### config.mk
export PLATFORM = sky130hd
export DESIGN_NAME = uiaw_top
export DESIGN_NICKNAME = d
export VERILOG_FILES = /design/src/rtl/uiaw_pkg.sv /design/src/rtl/uiaw_sync.sv /design/src/rtl/uiaw_top.sv
export VERILOG_INCLUDE_DIRS = /design/src /design/src/rtl
export SDC_FILE = /design/constraint.sdc
export NUM_CORES = 1
export LEC_CHECK = 0
export BUFFER_PORTS_ARGS = -buffer_cell sky130_fd_sc_hd__buf_2
export CORE_ASPECT_RATIO = 2
export CORE_MARGIN = 1.5
export CORE_UTILIZATION = 31
export DETAILED_ROUTE_END_ITERATION = 10
export GPL_TIMING_DRIVEN = 0
export MAX_ROUTING_LAYER = met4
export SYNTH_ARGS = -nofsm -noshare
export SYNTH_HDL_FRONTEND = slang
export SYNTH_SLANG_ARGS = --single-unit
### constraint.sdc
create_clock -name core_clk -period 4.9 [get_ports core_clk]
set_input_delay 1.47 -clock core_clk [delete_from_list [all_inputs] [get_ports core_clk]]
set_output_delay 1.47 -clock core_clk [all_outputs]
set_load 0.02 [all_outputs]
### src/rtl/uiaw_map.svh
// register offsets, register widths, reset values and timing figures of the serial port interrupt logic
`ifndef UIAW_MAP_SVH
`define UIAW_MAP_SVH

`define UIAW_CTRL_OFF      12'h000
`define UIAW_INTC_OFF      12'h004
`define UIAW_STAT_OFF      12'h008

`define UIAW_CTRL_RST      9'h000
`define UIAW_INTC_RST      2'h0

`define UIAW_CTRL_W        9
`define UIAW_INTC_W        2
`define UIAW_STAT_W        11

`define UIAW_RESP_OKAY     2'b00
`define UIAW_RESP_SLVERR   2'b10

`define UIAW_CLK_MHZ       125
`define UIAW_RECOV_NS      1000

`endif

### src/rtl/uiaw_pkg.sv
// types shared by the serial port interrupt logic
package uiaw_pkg;

    // port_ctrl_two_reg fields, bit 8 downward
    typedef struct packed {
        logic receiver_on;
        logic port_on;
        logic parity_on;
        logic nine_bit_select;
        logic wake_en;
        logic addr_match_enable;
        logic rx_irq_mask_bit;
        logic tx_idle_ie;
        logic tx_empty_ie;
    } uiaw_ctrl_t;

    // processor-side interrupt control bits
    typedef struct packed {
        logic port_irq_gate;
        logic global_irq_gate;
    } uiaw_intc_t;

    // flags and events coming from the shifter and fifo logic
    typedef struct packed {
        logic       tx_empty_flag;
        logic       tx_idle_flag;
        logic       rx_avail_flag;
        logic       overrun_flag;
        logic       rx_trig_lvl;
        logic       rx_xfer;
        logic [8:0] rx_word;
    } uiaw_rx_evt_t;

    // the six interrupt sources after masking
    typedef struct packed {
        logic wake;
        logic addr;
        logic overrun;
        logic rx_trig;
        logic tx_idle;
        logic tx_empty;
    } uiaw_src_t;

    typedef enum logic [0:0] {
        UIAW_RUN,
        UIAW_RECOVER
    } uiaw_wake_st_t;

endpackage

### src/rtl/uiaw_sync.sv
// two flip-flop synchroniser for signals from outside the clock domain
`timescale 1ns/10ps
module uiaw_sync #(
    parameter int W = 1
) (
    input  wire logic         core_clk,
    input  wire logic         rst,
    input  wire logic [W-1:0] async_in,
    output logic      [W-1:0] sync_out
);
    logic [W-1:0] meta_r;

    // first stage feeds only the second stage
    always_ff @(posedge core_clk or posedge rst) begin
        if (rst) begin
            meta_r   <= '0;
            sync_out <= '0;
        end else begin
            meta_r   <= async_in;
            sync_out <= meta_r;
        end
    end
endmodule

### src/rtl/uiaw_top.sv
// serial port interrupt, address-detect and wake-up logic with an axi4-lite register slave
//
// Functional notes
// - six sources raise the port interrupt: tx empty, tx idle, trigger, overrun, address, wake
// - an active interrupt shows as a one-cycle low pulse on the request line
// - vector only with global gate, port gate and return stack not full
// - each transmit source has its own enable bit in the control register
// - trigger and overrun share the receive enable and are masked together
// - address detect interrupts without a flag, only with address match enabled
// - status flags are read-only and not cleared by vectoring
// - port gate in the interrupt control register passes or masks the combined request
// - in address mode only words with top bit set interrupt, as addresses
// - qualifier is bit nine for nine-bit words, bit eight otherwise
// - without address mode every receive-available setting interrupts
// - port clock off halts activity; transmission pauses and resumes
// - reception under way at idle or sleep pauses, not aborts
// - idle or sleep leaves all port registers unchanged
// - falling receive edge while clock off wakes if all four enables set
// - receive data during wake recovery time is discarded
// - wake vectors only with global and port gates, else just wakes
// - wake interrupt withheld until the recovery time has elapsed
// - receive enable set: word moving into the buffer raises receive interrupt
// - receive enable set: overrun raises a receive interrupt
`timescale 1ns/10ps
`include "uiaw_map.svh"
module uiaw_top #(
    parameter int ADDR_W = 12
) (
    input  wire logic                 core_clk,
    input  wire logic                 rst,
    // axi4-lite slave
    input  wire logic [ADDR_W-1:0]    s_axi_awaddr,
    input  wire logic                 s_axi_awvalid,
    output logic                      s_axi_awready,
    input  wire logic [31:0]          s_axi_wdata,
    input  wire logic [3:0]           s_axi_wstrb,
    input  wire logic                 s_axi_wvalid,
    output logic                      s_axi_wready,
    output logic [1:0]                s_axi_bresp,
    output logic                      s_axi_bvalid,
    input  wire logic                 s_axi_bready,
    input  wire logic [ADDR_W-1:0]    s_axi_araddr,
    input  wire logic                 s_axi_arvalid,
    output logic                      s_axi_arready,
    output logic [31:0]               s_axi_rdata,
    output logic [1:0]                s_axi_rresp,
    output logic                      s_axi_rvalid,
    input  wire logic                 s_axi_rready,
    // shifter and fifo side, same clock
    input  wire uiaw_pkg::uiaw_rx_evt_t rx_evt,
    input  wire logic                 high_speed_clock_on,
    // processor side
    input  wire logic                 stack_full,
    // receive pin, asynchronous
    input  wire logic                 serial_rx_pin,
    output logic                      irq_req_n,
    output logic                      port_irq,
    output logic                      vector_take,
    output logic                      wake_req,
    output logic                      xfer_pause,
    output logic                      rx_discard
);
    import uiaw_pkg::*;

    localparam int RECOV_CYC_RAW = (`UIAW_RECOV_NS * `UIAW_CLK_MHZ) / 1000;
    localparam int RECOV_CYC     = (RECOV_CYC_RAW < 1) ? 1 : RECOV_CYC_RAW;
    localparam int CNT_W         = $clog2(RECOV_CYC + 1);

    uiaw_ctrl_t       ctrl_r;
    uiaw_intc_t       intc_r;
    uiaw_src_t        src;
    uiaw_wake_st_t    wake_st_r;
    logic [CNT_W-1:0] recov_cnt_r;
    logic             rx_pin_s;
    logic             rx_pin_d_r;
    logic             qual_r;
    logic             rx_word_pend_r;
    logic             addr_pend_r;
    logic             wake_pend_r;
    logic             port_req;
    logic             port_gated;
    logic             port_gated_d_r;
    logic             take;
    logic             qual_bit;
    logic             qual_ok;
    logic             fall_edge;
    logic             wake_hit;
    logic             recov_done;
    logic             rx_ok;
    logic [ADDR_W-1:0] awaddr_r;
    logic [31:0]      wdata_r;
    logic [3:0]       wstrb_r;
    logic             aw_have_r;
    logic             w_have_r;
    logic             wr_go;
    logic             rd_go;
    logic [`UIAW_STAT_W-1:0] stat;

    uiaw_sync #(
        .W (1)
    ) u_rx_sync (
        .core_clk (core_clk),
        .rst      (rst),
        .async_in (serial_rx_pin),
        .sync_out (rx_pin_s)
    );

    // ---------------- axi4-lite write path ----------------
    assign wr_go = aw_have_r && w_have_r && !s_axi_bvalid;

    always_ff @(posedge core_clk or posedge rst) begin
        if (rst) begin
            aw_have_r     <= 1'b0;
            awaddr_r      <= '0;
            s_axi_awready <= 1'b0;
        end else begin
            s_axi_awready <= 1'b0;
            if (s_axi_awvalid && !aw_have_r && !s_axi_awready) begin
                awaddr_r      <= s_axi_awaddr;
                aw_have_r     <= 1'b1;
                s_axi_awready <= 1'b1;
            end else if (wr_go) begin
                aw_have_r <= 1'b0;
            end
        end
    end

    always_ff @(posedge core_clk or posedge rst) begin
        if (rst) begin
            w_have_r     <= 1'b0;
            wdata_r      <= '0;
            wstrb_r      <= '0;
            s_axi_wready <= 1'b0;
        end else begin
            s_axi_wready <= 1'b0;
            if (s_axi_wvalid && !w_have_r && !s_axi_wready) begin
                wdata_r      <= s_axi_wdata;
                wstrb_r      <= s_axi_wstrb;
                w_have_r     <= 1'b1;
                s_axi_wready <= 1'b1;
            end else if (wr_go) begin
                w_have_r <= 1'b0;
            end
        end
    end

    always_ff @(posedge core_clk or posedge rst) begin
        if (rst) begin
            s_axi_bvalid <= 1'b0;
            s_axi_bresp  <= `UIAW_RESP_OKAY;
        end else if (wr_go) begin
            s_axi_bvalid <= 1'b1;
            if (awaddr_r[11:0] == `UIAW_CTRL_OFF || awaddr_r[11:0] == `UIAW_INTC_OFF ||
                awaddr_r[11:0] == `UIAW_STAT_OFF) begin
                s_axi_bresp <= `UIAW_RESP_OKAY;
            end else begin
                s_axi_bresp <= `UIAW_RESP_SLVERR;
            end
        end else if (s_axi_bvalid && s_axi_bready) begin
            s_axi_bvalid <= 1'b0;
        end
    end

    // idle keeps regs
    // control state only changes on bus writes, never on clock-off or sleep entry
    always_ff @(posedge core_clk or posedge rst) begin
        if (rst) begin
            ctrl_r <= uiaw_ctrl_t'(`UIAW_CTRL_RST);
        end else if (wr_go && awaddr_r[11:0] == `UIAW_CTRL_OFF) begin
            if (wstrb_r[0]) begin
                ctrl_r[7:0] <= wdata_r[7:0];
            end
            if (wstrb_r[1]) begin
                ctrl_r[8] <= wdata_r[8];
            end
        end
    end

    always_ff @(posedge core_clk or posedge rst) begin
        if (rst) begin
            intc_r <= uiaw_intc_t'(`UIAW_INTC_RST);
        end else if (wr_go && awaddr_r[11:0] == `UIAW_INTC_OFF && wstrb_r[0]) begin
            intc_r <= wdata_r[`UIAW_INTC_W-1:0];
        end
    end

    // ---------------- axi4-lite read path ----------------
    assign rd_go = s_axi_arvalid && !s_axi_arready && !s_axi_rvalid;

    // flags read-only
    // flags mirror the shifter logic; writes to the status word are dropped
    assign stat = {ctrl_r.addr_match_enable & ctrl_r.parity_on, port_req, wake_pend_r, addr_pend_r,
                   (wake_st_r == UIAW_RECOVER), xfer_pause, rx_evt.rx_trig_lvl, rx_evt.overrun_flag,
                   rx_evt.rx_avail_flag, rx_evt.tx_idle_flag, rx_evt.tx_empty_flag};

    always_ff @(posedge core_clk or posedge rst) begin
        if (rst) begin
            s_axi_arready <= 1'b0;
            s_axi_rvalid  <= 1'b0;
            s_axi_rdata   <= '0;
            s_axi_rresp   <= `UIAW_RESP_OKAY;
        end else begin
            s_axi_arready <= 1'b0;
            if (rd_go) begin
                s_axi_arready <= 1'b1;
                s_axi_rvalid  <= 1'b1;
                s_axi_rresp   <= `UIAW_RESP_OKAY;
                if (s_axi_araddr[11:0] == `UIAW_CTRL_OFF) begin
                    s_axi_rdata <= {{(32-`UIAW_CTRL_W){1'b0}}, ctrl_r};
                end else if (s_axi_araddr[11:0] == `UIAW_INTC_OFF) begin
                    s_axi_rdata <= {{(32-`UIAW_INTC_W){1'b0}}, intc_r};
                end else if (s_axi_araddr[11:0] == `UIAW_STAT_OFF) begin
                    s_axi_rdata <= {{(32-`UIAW_STAT_W){1'b0}}, stat};
                end else begin
                    s_axi_rdata <= '0;
                    s_axi_rresp <= `UIAW_RESP_SLVERR;
                end
            end else if (s_axi_rvalid && s_axi_rready) begin
                s_axi_rvalid <= 1'b0;
            end
        end
    end

    // ---------------- address qualification ----------------
    // qualifier bit
    assign qual_bit = ctrl_r.nine_bit_select ? rx_evt.rx_word[8] : rx_evt.rx_word[7];
    assign qual_ok  = !ctrl_r.addr_match_enable || qual_bit;
    assign rx_ok    = rx_evt.rx_xfer && (wake_st_r == UIAW_RUN);

    // in address mode the qualifier of the last word steers the trigger-level source
    always_ff @(posedge core_clk or posedge rst) begin
        if (rst) begin
            qual_r <= 1'b0;
        end else if (rx_ok) begin
            qual_r <= qual_ok;
        end
    end

    // word into buffer
    // set wins over the clear by vectoring
    always_ff @(posedge core_clk or posedge rst) begin
        if (rst) begin
            rx_word_pend_r <= 1'b0;
        end else if (rx_ok && ctrl_r.rx_irq_mask_bit && qual_ok) begin
            rx_word_pend_r <= 1'b1;
        end else if (take) begin
            rx_word_pend_r <= 1'b0;
        end
    end

    always_ff @(posedge core_clk or posedge rst) begin
        if (rst) begin
            addr_pend_r <= 1'b0;
        end else if (rx_ok && ctrl_r.addr_match_enable && qual_bit) begin
            addr_pend_r <= 1'b1;
        end else if (take) begin
            addr_pend_r <= 1'b0;
        end
    end

    // ---------------- wake-up ----------------
    always_ff @(posedge core_clk or posedge rst) begin
        if (rst) begin
            rx_pin_d_r <= 1'b0;
        end else begin
            rx_pin_d_r <= rx_pin_s;
        end
    end

    assign fall_edge = rx_pin_d_r && !rx_pin_s;
    assign wake_hit  = !high_speed_clock_on && fall_edge && ctrl_r.wake_en && ctrl_r.port_on &&
                       ctrl_r.receiver_on && ctrl_r.rx_irq_mask_bit;
    assign recov_done = (wake_st_r == UIAW_RECOVER) && (recov_cnt_r == CNT_W'(RECOV_CYC - 1));

    // the recovery timer runs on the always-on core clock, not on the port clock
    always_ff @(posedge core_clk or posedge rst) begin
        if (rst) begin
            wake_st_r   <= UIAW_RUN;
            recov_cnt_r <= '0;
        end else begin
            case (wake_st_r)
                UIAW_RUN: begin
                    recov_cnt_r <= '0;
                    if (wake_hit) begin
                        wake_st_r <= UIAW_RECOVER;
                    end
                end
                UIAW_RECOVER: begin
                    recov_cnt_r <= recov_cnt_r + CNT_W'(1);
                    if (recov_done) begin
                        wake_st_r <= UIAW_RUN;
                    end
                end
                default: begin
                    wake_st_r <= UIAW_RUN;
                end
            endcase
        end
    end

    always_ff @(posedge core_clk or posedge rst) begin
        if (rst) begin
            wake_pend_r <= 1'b0;
        end else if (recov_done && intc_r.global_irq_gate && intc_r.port_irq_gate) begin
            wake_pend_r <= 1'b1;
        end else if (take) begin
            wake_pend_r <= 1'b0;
        end
    end

    // ---------------- source masking and combining ----------------
    // tx enables
    assign src.tx_empty = rx_evt.tx_empty_flag & ctrl_r.tx_empty_ie;
    assign src.tx_idle  = rx_evt.tx_idle_flag & ctrl_r.tx_idle_ie;
    assign src.rx_trig  = ctrl_r.rx_irq_mask_bit &
                          ((rx_evt.rx_trig_lvl & (qual_r | !ctrl_r.addr_match_enable)) | rx_word_pend_r);
    assign src.overrun  = ctrl_r.rx_irq_mask_bit & rx_evt.overrun_flag;
    assign src.addr     = addr_pend_r;
    assign src.wake     = wake_pend_r;

    assign port_req   = |src;
    assign port_gated = port_req & intc_r.port_irq_gate;
    // vector condition
    // one take per request edge; level flags stay set, which intact
    assign take       = port_gated && !port_gated_d_r && intc_r.global_irq_gate && !stack_full;

    always_ff @(posedge core_clk or posedge rst) begin
        if (rst) begin
            port_gated_d_r <= 1'b0;
        end else begin
            port_gated_d_r <= port_gated;
        end
    end

    always_ff @(posedge core_clk or posedge rst) begin
        if (rst) begin
            irq_req_n <= 1'b1;
        end else begin
            irq_req_n <= !(port_gated && !port_gated_d_r);
        end
    end

    always_ff @(posedge core_clk or posedge rst) begin
        if (rst) begin
            port_irq    <= 1'b0;
            vector_take <= 1'b0;
            wake_req    <= 1'b0;
        end else begin
            port_irq    <= port_gated;
            vector_take <= take;
            wake_req    <= wake_hit;
        end
    end

    // receive paused
    // pause, not reset: the shifters hold their state and carry on when this drops
    // discard window
    always_ff @(posedge core_clk or posedge rst) begin
        if (rst) begin
            xfer_pause <= 1'b0;
            rx_discard <= 1'b0;
        end else begin
            xfer_pause <= !high_speed_clock_on;
            rx_discard <= wake_hit || (wake_st_r == UIAW_RECOVER && !recov_done);
        end
    end

    // parity conflict
    // parity with address match is not blocked in hardware; stat bit 10 reports it
endmodule

---- Yosys cells after proc, flatten, opt, wreduce, memory -nomap -nowiden ----
Index checks and enable logic that the tools add are counted.
Widths: inputs -> output; s select.
cells by class
  reduce and logical (&&, ||, !) cells .... 61
  equal/unequal tests ..................... 5
  bitwise logic cells ..................... 10
  add/sub/neg operators ................... 1
  mux-type cells .......................... 26
operators by type and width
  operator             number
  $mux 11              3
  $logic_and 1x1->1    31
  $eq 12x3->1 const B  2
  $eq 12x4->1 const B  2
  $logic_not 12->1     2
  $mux 1               17
  $logic_not 1->1      14
  $pmux 7 s2           1
  $reduce_bool 2->1    7
  $mux 2               4
  $add 7x1->7 const B  1
  $and 1x1->1          7
  $eq 7x7->1 const B   1
  $reduce_or 6->1      1
  $logic_or 1x1->1     4
  $reduce_and 2->1     2
  $or 1x1->1           2
  $pmux 1 s2           1
  $not 1->1            1
storage, ports and cells
  output and inout bits ................... 47
  bits of input ports ..................... 85
  logic and storage cells ................. 142
  register bits after elaboration ......... 98

---- Depth between registers and ports, before layout ----
Gate-level depths: netlist of run 1.
  depth in word-level cells ............... 12
  mapped depth ............................ 6

---- Modules after synthesis ----
From an unflattened synthesis of run 1, not the netlist that was laid out.
unflattened totals
  cells, all modules ...................... 266
  area, all modules ....................... 3263.1 um2
modules (own cells, without submodules)
  module     area an instance (um2)  times used  cells an instance
  uiaw_top   3209.3                  1           263
  uiaw_sync  53.8                    1           3

---- Worst setup path before layout of run 1 ----
Ideal clock, no wire load.
  path type ............................... input -> register
  start ................................... input port s_axi_awvalid
  end ..................................... register awaddr_r[0]
  setup slack ............................. 2.331 ns
  stages on the path ...................... 4
  arrival time ............................ 2.444 ns
  library setup time ...................... 0.125 ns
  cell sequence ........................... nor2b_1 > nor2b_1 > buf_2 > mux2_2
between the ends
  word-level cells in the longest chain between the ends .. 2
ends and longest elaborated chain
  element                          line             text
  from (decl)                      uiaw_top.sv:33   input wire logic s_axi_awvalid,
  $logic_and 1x1->1 (2 in series)  uiaw_top.sv:118  if (s_axi_awvalid && !aw_have_r && !s_axi_awready) begin
  to (signal assigned)             uiaw_top.sv:119  awaddr_r <= s_axi_awaddr;
  to (decl)                        uiaw_top.sv:90   logic [ADDR_W-1:0] awaddr_r;
No other way between the ends.
A chain may end at the register's enable or synchronous reset.

---- Worst setup path in the final report of run 1 ----
  start ................................... input port s_axi_wvalid
  end ..................................... register wdata_r[7]
between the ends
  word-level cells in the longest chain between the ends .. 2
ends and longest elaborated chain
  element                          line             text
  from (decl)                      uiaw_top.sv:37   input wire logic s_axi_wvalid,
  $logic_and 1x1->1 (2 in series)  uiaw_top.sv:136  if (s_axi_wvalid && !w_have_r && !s_axi_wready) begin
  to (signal assigned)             uiaw_top.sv:137  wdata_r <= s_axi_wdata;
  to (decl)                        uiaw_top.sv:91   logic [31:0] wdata_r;
No other way between the ends.

==> reports/qor.log, run 1 <==
qor: clock_tree.clockRootBuffer sky130_fd_sc_hd__clkbuf_16
qor: global_route.grt-busiest-layer met2
qor: placed_design.routabilityCongestion 0.719
qor: placed_design.placed_area 3920 µm²
qor: worst_hold_path.worstHoldStart u_rx_sync.meta_r
qor: synthesis.syn_avg_cell_area 12.3 µm²
qor: flow_run.drv.max_cap_violation_count 0
qor: die.pin_count 132
qor: placed_design.dp.cells 499
qor: die.dieWidth 75.5 µm
qor: global_route.antenna_violations_before_repair 0
qor: timing.period_needed 2.48 ns
qor: synthesis.postSynth.asyncResetShare 1.00
qor: critical_path.worst-setup-path-type input pin to register
qor: clock_tree.clkSlewWorstSetupHoldPaths 0.06 ns
qor: timing.timing.final.ws_setup 2.42 ns
qor: critical_path.crit_path_start_kind input pin
qor: critical_path.crit_path_max_incr_delay 0.37 ns
qor: global_route.met2_usage_grt 0.241
qor: cells_and_area.final-instance-count-excl-fill 515
qor: placed_design.pre_cts_ws 2.00 ns
qor: global_route.grt_use_total 0.137
qor: global_route.largest_net_degree_at_the_start_of_global_routing 73
qor: timing.fmaxAchievable 403 MHz
qor: clock_tree.cts_htree_levels 3
qor: clock_tree.cts.repair_timing.setup_buffer_count 0
qor: clock_tree.numCtsBuffers 9
qor: routing.post_drt_wl_per_cell 13.0 µm
qor: critical_path.setup.worst_path.end_class register
qor: synthesis.netlist_instances 265
qor: routing.routed-via-count 2250
qor: power_and_ir_drop.powerDensity 440 nW/µm²
qor: power_and_ir_drop.max-vdd-ir-drop 279 µV
qor: cells_and_area.syn2layout_area_growth 30.1%
qor: critical_path.crit_start s_axi_wvalid
qor: synthesis.synth_commonest_cells sky130_fd_sc_hd__dfrtp_1, sky130_fd_sc_hd__mux2_2, sky130_fd_sc_hd__buf_4, sky130_fd_sc_hd__nand2_1, sky130_fd_sc_hd__o21ai_0
qor: critical_path.cp_slowest_cell sky130_fd_sc_hd__mux2_2
qor: die.die-height 148 µm
qor: cells_and_area.drive_above_1_share 0.421
qor: synthesis.postSynth.topFlopCell sky130_fd_sc_hd__dfrtp_1
qor: die.rows 52
qor: global_route.gr-usage-met1 0.133
qor: clock_tree.cts_resized 0
qor: clock_tree.tritoncts built
qor: routing.routed_via_density 4.37
qor: global_route.global_route.usage.met3 0.0266
qor: clock_tree.clock_insertion_delay_worst_skew 0.33 ns
qor: critical_path.critical_path.top_delay_family simple AND/OR/NAND/NOR gates
qor: placed_design.dp.final_hpwl 5290 µm
qor: clock_tree.clock-sinks 75
qor: die.fp.coreArea 10100 µm²
qor: synthesis.number_of_register_bits_inferred_by_synthesis 75
qor: synthesis.synthesis.yosys.warnings 0
qor: placed_design.portBuffers 76
qor: routing.first_pass_iters 4
qor: power_and_ir_drop.leakage 2.11 nW
qor: clock_tree.clockBufferDepth 2
qor: synthesis.seq_area_frac_synth 0.576
qor: timing.final.period_utilization 0.507
qor: cells_and_area.antenna_cells_inserted 0
qor: synthesis.synth_area 3260 µm²
qor: die.die_area 11200 µm²
qor: timing.final.hold.worst_slack 0.350 ns
qor: synthesis.post_synth_num_cell_types 39
qor: critical_path.crit_path_cell_trace buf_2 > nor2b_1 > nor2b_1 > buf_2 > mux2_2
qor: timing.count_of_pins_over_their_slew_limit 0
qor: worst_hold_path.timing.hold.worst.class register to register
qor: global_route.grt_first_pass_wirelength 10900 µm
qor: routing.drt-total-wl 6710 µm
qor: status.status completed
qor: clock_tree.cts_hold_repair.buffers 0
qor: timing.finalHoldViolations 0
qor: critical_path.r2r-start awaddr_r[4]
qor: synthesis.synth_largest_area_cell sky130_fd_sc_hd__dfrtp_1
qor: routing.drtAntennaViolNets 0
qor: cells_and_area.finalCoreUtilization 0.418
qor: die.floorplan.initialDensity 0.321
qor: synthesis.synth_edf_count 0
qor: timing.rsz0062_at_grt false
qor: power_and_ir_drop.design_power_total 1.86 mW
qor: global_route.first_global_vias 2243
qor: critical_path.crit_fanout 10
qor: routing.detail_route.drc_violations 0
qor: synthesis.yosys-top-cells-area sky130_fd_sc_hd__dfrtp_1, sky130_fd_sc_hd__mux2_2, sky130_fd_sc_hd__buf_4
qor: critical_path.critical_path_required 5.12 ns
qor: synthesis.yosys.cell_count.top_type sky130_fd_sc_hd__dfrtp_1
qor: cells_and_area.layout.nets 462
qor: synthesis.synth_largest_type_area_fraction 0.568
qor: timing.fin_worst_skew 0.00376 ns
qor: routing.drt-initial-drc-count 74
qor: global_route.global_route.overflow_total 0
qor: cells_and_area.final_area 4240 µm²
qor: critical_path.cp.buffers_inverters 2
qor: critical_path.critical_path_arrival 2.70 ns
qor: timing.setup-violations-final 0
qor: timing.timing.setup.tns 0 ns
worst paths after layout:
kind | endpoint | slack (ns) | cells past startpoint
setup / recovery | wdata_r[7] | 2.42 | 5
hold / removal | u_rx_sync.sync_out | 0.35 | 0
setup reg to reg | ctrl_r[2] | 3.10 | 4
hold reg to reg | u_rx_sync.sync_out | 0.35 | 0
max in group asynchronous | irq_req_n | 3.33 | 3
min in group asynchronous | wake_req | 1.00 | 2
cell type report:
class / count / area, µm²
clock inverter: 7 / 92.6
tap: 135 / 169
buffer: 28 / 195
clock buffer: 9 / 225
multi-input combinational: 175 / 1230
inverter: 9 / 36.3
timing repair buffer: 77 / 408
fill: 1022 / 5910
sequential: 75 / 1880
metal layers:
metal / share of wire / up-vias / wire length [µm]
li1: - / 1087 / -
met1: 0.36 / 1072 / 2390
met2: 0.57 / 81 / 3810
met3: 0.049 / 10 / 327
met4: 0.028 / 0 / 186
met5: 0 / - / 0
sequential cells by signal (all words and copies together) (netlist names), 2 cells and up:
register and flops:
recov_cnt_r 7, wdata_r 9, ctrl_r 9, awaddr_r 12, wstrb_r 2, s_axi_rdata 11
intc_r 2
kinds of logic (layout without fill, tap and decap cells):
group,count (synthesis),after routing,synth area share
AND/OR/NAND/NOR,72,72,0.130
adder cells (fa/ha/maj),2,2,0.00768
multiplexers,44,44,0.148
AO/OA/AOI/OAI,29,29,0.0530
XOR/XNOR,5,5,0.0134
other,1,23,0.00115
flip-flops,75,75,0.576
buffers and inverters,37,130,0.0702
layout by cell type, fill, tap and decap left out, types with 3 or more instances in the layout:
cell,Yosys,layout
sky130_fd_sc_hd__dfrtp_1,74,74
sky130_fd_sc_hd__nand3_1,9,9
sky130_fd_sc_hd__nor2b_1,9,9
sky130_fd_sc_hd__xnor2_1,4,4
sky130_fd_sc_hd__and2_1,6,6
sky130_fd_sc_hd__clkbuf_16,0,9
sky130_fd_sc_hd__mux2_2,34,34
sky130_fd_sc_hd__nand2_1,23,23
sky130_fd_sc_hd__buf_4,23,23
sky130_fd_sc_hd__conb_1,1,23
sky130_fd_sc_hd__buf_2,3,79
sky130_fd_sc_hd__a21oi_1,3,3
sky130_fd_sc_hd__clkinvlp_4,0,3
sky130_fd_sc_hd__inv_1,9,8
sky130_fd_sc_hd__o21ai_0,17,17
sky130_fd_sc_hd__mux2i_1,10,10
sky130_fd_sc_hd__nor2_1,6,6
report_power, final:
part	leakage, nW	total (mW)	switching [mW]	internal [mW]
sequential	0.933	0.830	0.0823	0.747
clock	0.147	0.697	0.253	0.443
combinational	1.03	0.337	0.161	0.177
total	2.11	1.86	0.496	1.37
No activity file was read; power rests on OpenSTA's default activity.
==> run 2: changes to the inputs <==
- clock period: 4.9 -> 2 ns (I/O delays scaled with it)
==> run 2 against run 1 <==
Power up 140%. Design area decreased by 0.27%. Clock power grew 120%. Sequential share of layout area up 0.12 points. Critical path depth is 1 lower. Sequential power grew 150%. Worst setup slack got worse by 2.2 ns. Count of clock-buffer cells in the layout increased by 6. Clock skew grew 0.0017 ns. Sequential cell count unchanged. Via count shrank 0.98%. Global-route usage shrank 0.35 points. Largest power group unchanged.
==> reports/qor.log, run 2 (same netlist as run 1, synthesis figures left out) <==
qor: die.floorplan.initialDensity 0.321
qor: die.die_area 11200 µm²
qor: clock_tree.clockRootBuffer sky130_fd_sc_hd__clkbuf_16
qor: clock_tree.clock-sinks 75
qor: placed_design.placed_area 3940 µm²
qor: critical_path.logic_depth_of_the_worst_register_to_register_path 4
qor: routing.routed-via-count 2228
qor: critical_path.worst-setup-path-type register to register
qor: timing.count_of_pins_over_their_slew_limit 0
qor: routing.first_pass_iters 4
qor: die.dieWidth 75.5 µm
qor: placed_design.portBuffers 76
qor: clock_tree.numCtsBuffers 9
qor: power_and_ir_drop.max-vdd-ir-drop 661 µV
qor: placed_design.routabilityCongestion 0.729
qor: global_route.grt_use_total 0.134
qor: routing.drt-initial-drc-count 79
qor: cells_and_area.final_area 4230 µm²
qor: timing.final.hold.worst_slack 0.135 ns
qor: clock_tree.clock_insertion_delay_worst_skew 0.33 ns
qor: critical_path.regToRegEndpoint ctrl_r[4]
qor: timing.finalHoldViolations 0
qor: cells_and_area.syn2layout_area_growth 29.7%
qor: timing.rsz0062_at_grt false
qor: routing.drt-total-wl 6680 µm
qor: global_route.global_route.overflow_total 0
qor: critical_path.critical_path_arrival 2.02 ns
qor: timing.timing.final.ws_setup 0.193 ns
qor: cells_and_area.layout.nets 463
qor: status.status completed
qor: timing.setup-violations-final 0
qor: clock_tree.cts.repair_timing.setup_buffer_count 0
qor: routing.routed_via_density 4.32
qor: critical_path.worst-r2r-setup-slack 0.19 ns
qor: routing.post_drt_wl_per_cell 12.9 µm
qor: timing.fin_worst_skew 0.00543 ns
qor: clock_tree.cts_resized 0
qor: global_route.first_global_vias 2206
qor: power_and_ir_drop.powerDensity 1040 nW/µm²
qor: clock_tree.cts_hold_repair.buffers 0
qor: cells_and_area.mostFrequentLayoutCell sky130_fd_sc_hd__buf_2
qor: cells_and_area.largest-register awaddr_r
qor: routing.drtAntennaViolNets 0
qor: routing.detail_route.drc_violations 0
qor: timing.fmaxAchievable 554 MHz
qor: cells_and_area.drive_above_1_share 0.417
qor: critical_path.endpoint ctrl_r[4]
qor: placed_design.dp.final_hpwl 5290 µm
qor: critical_path.crit_start awaddr_r[4]
qor: timing.period_needed 1.81 ns
qor: clock_tree.clkSlewWorstSetupHoldPaths 0.05 ns
qor: timing.max_slew_margin 0.651
qor: critical_path.crit_path_start_kind register
qor: power_and_ir_drop.leakage 2.11 nW
qor: cells_and_area.largest_registers awaddr_r: 12 flops, s_axi_rdata: 11 flops
qor: die.pin_count 132
qor: cells_and_area.antenna_cells_inserted 0
qor: cells_and_area.largest_register_ffs 12
qor: critical_path.setup.worst_path.end_class register
qor: die.die-height 148 µm
qor: clock_tree.clockBufferDepth 2
qor: placed_design.pre_cts_ws -0.0295 ns
qor: flow_run.drv.max_cap_violation_count 0
qor: worst_hold_path.timing.hold.worst.class input pin to async pin
qor: clock_tree.tritoncts built
qor: critical_path.crit_fanout 8
qor: die.fp.coreArea 10100 µm²
qor: critical_path.r2r-start awaddr_r[4]
qor: global_route.largest_net_degree_at_the_start_of_global_routing 42
qor: timing.final.period_utilization 0.903
qor: critical_path.critical_path_required 2.22 ns
qor: clock_tree.cts_htree_levels 3
qor: global_route.grt_first_pass_wirelength 10500 µm
qor: die.rows 52
qor: cells_and_area.mostFrequentLayoutCells sky130_fd_sc_hd__buf_2, sky130_fd_sc_hd__dfrtp_1, sky130_fd_sc_hd__mux2_2
qor: global_route.antenna_violations_before_repair 0
qor: power_and_ir_drop.design_power_total 4.42 mW
qor: timing.timing.setup.tns 0 ns
qor: timing.worst_slew_pin_slew 0.523 ns
[run 2: cell count changes in the layout (fill, tap and decap cells not counted)]
| cell | before | now |
|---|---|---|
| sky130_fd_sc_hd__clkbuf_8 | 0 | 4 |
| sky130_fd_sc_hd__buf_12 | 0 | 2 |
| sky130_fd_sc_hd__bufinv_16 | 2 | 0 |
| sky130_fd_sc_hd__clkbuf_1 | 2 | 4 |
| sky130_fd_sc_hd__clkinvlp_4 | 3 | 1 |
| sky130_fd_sc_hd__buf_16 | 1 | 0 |
| sky130_fd_sc_hd__clkinv_2 | 2 | 1 |
| sky130_fd_sc_hd__inv_4 | 1 | 0 |
[run 2: cell type report]
class / instances / area [µm²]
Fill cell: 1010 / 5920
Buffer: 28 / 195
Sequential cell: 75 / 1880
Tap cell: 135 / 169
Clock inverter: 1 / 5.00
Multi-Input combinational cell: 175 / 1230
Timing Repair Buffer: 78 / 420
Inverter: 9 / 37.5
Clock buffer: 15 / 288
[run 2: critical path, stage by stage, from the launching register on]
cell                      delay, ns
sky130_fd_sc_hd__dfrtp_1       0.38
sky130_fd_sc_hd__nor4_2        0.34
sky130_fd_sc_hd__nor3b_2       0.38
sky130_fd_sc_hd__nand4_4       0.24
sky130_fd_sc_hd__mux2_2        0.33
[run 2: worst min-delay path by stage]
stage                          start            endpoint  slack (ns)  depth (start not counted)
floorplan           u_rx_sync.meta_r  u_rx_sync.sync_out        0.33                          0
global placement    u_rx_sync.meta_r  u_rx_sync.sync_out        0.34                          0
detailed placement  u_rx_sync.meta_r  u_rx_sync.sync_out        0.35                          0
CTS                              rst       s_axi_awready        0.12                          2
global route                     rst       s_axi_awready        0.13                          2
finish                           rst       s_axi_awready        0.14                          2
[run 2: metal layers]
layer | global-route usage | vias to the layer above | part of all wire
met3 | 0.0259 | 11 | 0.054
met1 | 0.137 | 1052 | 0.36
met2 | 0.225 | 75 | 0.55
li1 | - | 1090 | -
met4 | 0.0830 | 0 | 0.031
met5 | - | - | 0
[run 2: where the power goes]
group / switching, mW / total, mW / internal [mW] / leakage, nW
Combinational: 0.393 / 0.828 / 0.435 / 1.03
Sequential: 0.203 / 2.04 / 1.83 / 0.933
Clock: 0.580 / 1.55 / 0.974 / 0.146
Total: 1.18 / 4.42 / 3.24 / 2.11
[run 2: stage by stage]
stage,util,std cells
global placement,0.384,498
global route,0.417,516
finish,0.417,516
floorplan,-,287
detailed placement,0.388,500
CTS,0.417,516
==> run 3: changes to the inputs <==
- BUFFER_PORTS_ARGS: -buffer_cell sky130_fd_sc_hd__buf_2 -> -buffer_cell sky130_fd_sc_hd__buf_4
- CORE_UTILIZATION: 31 -> 43
- PLACE_DENSITY: not set -> 0.75
==> run 3 against run 2 <==
Non-clock buffer count fell by 1. Design area rose by 2.2%. Sequential power barely moved. First-iteration DRC count fell by 47%. Fmax rose by 1.2%. Cell count fell by 8.5%. Critical path type unchanged. Critical path depth did not move.
==> reports/qor.log, run 3 (same netlist as run 1, synthesis figures left out) <==
qor: status.status completed
qor: global_route.antenna_violations_before_repair 0
qor: timing.rsz0062_at_grt false
qor: critical_path.logic_depth_of_the_worst_register_to_register_path 4
qor: power_and_ir_drop.power.switching 1.14 mW
qor: clock_tree.numCtsBuffers 9
qor: global_route.global_route.overflow_total 0
qor: die.pin_count 132
qor: worst_hold_path.min_delay_path_depth 0
qor: placed_design.placed_area 4050 µm²
qor: timing.count_of_pins_over_their_slew_limit 0
qor: die.die_area 8140 µm²
qor: cells_and_area.mostFrequentLayoutCells sky130_fd_sc_hd__buf_4, sky130_fd_sc_hd__dfrtp_1, sky130_fd_sc_hd__mux2_2
qor: global_route.largest_net_degree_at_the_start_of_global_routing 44
qor: power_and_ir_drop.portion_of_total_power_attributed_to_the_clock_network 0.334
qor: timing.worst_slew_pin_slew 0.710 ns
qor: power_and_ir_drop.power.share.switching 0.262
qor: power_and_ir_drop.sequentialPowerShare 0.467
qor: die.dieWidth 64.6 µm
qor: critical_path.worst-r2r-setup-slack 0.21 ns
qor: power_and_ir_drop.max-vdd-ir-drop 912 µV
qor: cells_and_area.drive_above_1_share 0.408
qor: die.fp.coreArea 7320 µm²
qor: worst_hold_path.timing.hold.worst.class register to register
qor: clock_tree.clock-sinks 75
qor: clock_tree.tritoncts built
qor: critical_path.critical_path_arrival 2.00 ns
qor: cells_and_area.largest_register_ffs 12
qor: timing.period_needed 1.79 ns
qor: flow_run.drv.max_cap_violation_count 0
qor: cells_and_area.largest-register awaddr_r
qor: power_and_ir_drop.leakage 2.14 nW
qor: cells_and_area.antenna_cells_inserted 0
qor: die.floorplan.initialDensity 0.445
qor: critical_path.worst-setup-path-type register to register
qor: clock_tree.cts_hold_repair.buffers 0
qor: power_and_ir_drop.powerDensity 1010 nW/µm²
qor: die.rows 44
qor: cells_and_area.layout.nets 462
qor: die.die-height 126 µm
qor: timing.fin_worst_skew 0.00522 ns
qor: placed_design.dp.final_hpwl 5050 µm
qor: timing.max_slew_margin 0.526
qor: critical_path.crit_path_cell_trace nor4_2 > nor3b_2 > nand4_4 > mux2_2
qor: clock_tree.cts_resized 0
qor: critical_path.setup.worst_path.end_class register
qor: critical_path.crit_fanout 8
qor: timing.finalHoldViolations 0
qor: routing.routed-via-count 2276
qor: critical_path.r2r-start awaddr_r[4]
qor: global_route.first_global_vias 2288
qor: clock_tree.cts_htree_levels 3
qor: routing.post_drt_wl_per_cell 13.6 µm
qor: critical_path.crit_path_max_incr_delay 0.39 ns
qor: clock_tree.clock_insertion_delay_worst_skew 0.33 ns
qor: critical_path.cp_slowest_cell sky130_fd_sc_hd__nor3b_2
qor: routing.first_pass_iters 4
qor: routing.drtAntennaViolNets 0
qor: cells_and_area.largest_registers awaddr_r: 12 flops, s_axi_rdata: 11 flops
qor: clock_tree.cts.repair_timing.setup_buffer_count 0
qor: routing.drt-initial-drc-count 42
qor: clock_tree.clkSlewWorstSetupHoldPaths 0.05 ns
qor: timing.fmaxAchievable 560 MHz
qor: worst_hold_path.worstHoldStart u_rx_sync.meta_r
qor: placed_design.routabilityCongestion 0.782
qor: clock_tree.clockBufferDepth 2
qor: global_route.grt_use_total 0.176
qor: worst_hold_path.hold-path-endpoint u_rx_sync.sync_out
qor: routing.detail_route.drc_violations 0
qor: cells_and_area.syn2layout_area_growth 32.6%
qor: timing.final.period_utilization 0.893
qor: cells_and_area.final_area 4320 µm²
qor: routing.drt-total-wl 6400 µm
qor: critical_path.critical_path_required 2.21 ns
qor: placed_design.portBuffers 76
qor: power_and_ir_drop.design_power_total 4.37 mW
qor: critical_path.crit_path_start_kind register
qor: global_route.grt_first_pass_wirelength 10500 µm
qor: power_and_ir_drop.power.internal 3.22 mW
qor: routing.routed_via_density 4.82
qor: power_and_ir_drop.comb_power_share 0.200
qor: critical_path.regToRegEndpoint ctrl_r[3]
qor: timing.timing.setup.tns 0 ns
qor: cells_and_area.mostFrequentLayoutCell sky130_fd_sc_hd__buf_4
qor: clock_tree.clockRootBuffer sky130_fd_sc_hd__clkbuf_16
qor: timing.setup-violations-final 0
-- run 3: changes by cell type in the layout (fill, tap and decap cells not counted), sizes merged --
cell	delta
buf	-1
clkbuf	+1
clkinv	-1
-- run 3: per-stage QoR --
stage | setup slack, ns | util | cells | hold WS (ns)
finish | 0.215 | 0.590 | 472 | 0.344
global route | 0.102 | 0.590 | 472 | 0.353
floorplan | 0.301 | - | 287 | 0.331
global placement | 0.0323 | 0.551 | 455 | 0.334
CTS | 0.175 | 0.590 | 472 | 0.346
detailed placement | 0.0128 | 0.553 | 456 | 0.335
-- run 3: area by class of cell --
cell class	count	area, µm²
fillers	645	3000
flip-flops and latches	75	1880
multi-input cells	175	1230
repair buffers	77	591
clock buffers	16	272
plain buffers	28	195
well taps	92	115
inverters	9	37.5
-- run 3: power by group through the flow --
stage | combinational [mW] | sequential (mW) | clock (mW)
after global routing | 0.957 | 2.08 | 1.55
after CTS | 0.891 | 2.04 | 1.49
after detailed placement | 0.888 | 2.07 | 0
final | 0.873 | 2.04 | 1.46
after floorplan | 0.590 | 2.06 | 0
after global placement | 0.852 | 2.05 | 0
-- run 3: worst max-delay path by stage --
stage | start | to
after floorplan | s_axi_awvalid | awaddr_r[0]
after global placement | s_axi_wvalid | wdata_r[2]
after detailed placement | s_axi_wvalid | wdata_r[2]
after CTS | awaddr_r[4] | ctrl_r[3]
after global routing | awaddr_r[4] | ctrl_r[0]
final | awaddr_r[4] | ctrl_r[3]
-- run 3: worst max-delay path, delay by kind of cell, from the launching register on --
family | cells | cell delay (ns)
muxes | 1 | 0.34
DFF | 1 | 0.38
and+or+nand+nor | 3 | 0.95
-- run 3: layer usage --
metal	GRT usage	vias up	part of all wire
li1	-	1087	-
met1	0.169	1096	0.35
met2	0.319	80	0.57
met3	0.0393	13	0.057
met4	0.0889	0	0.023
met5	-	-	0
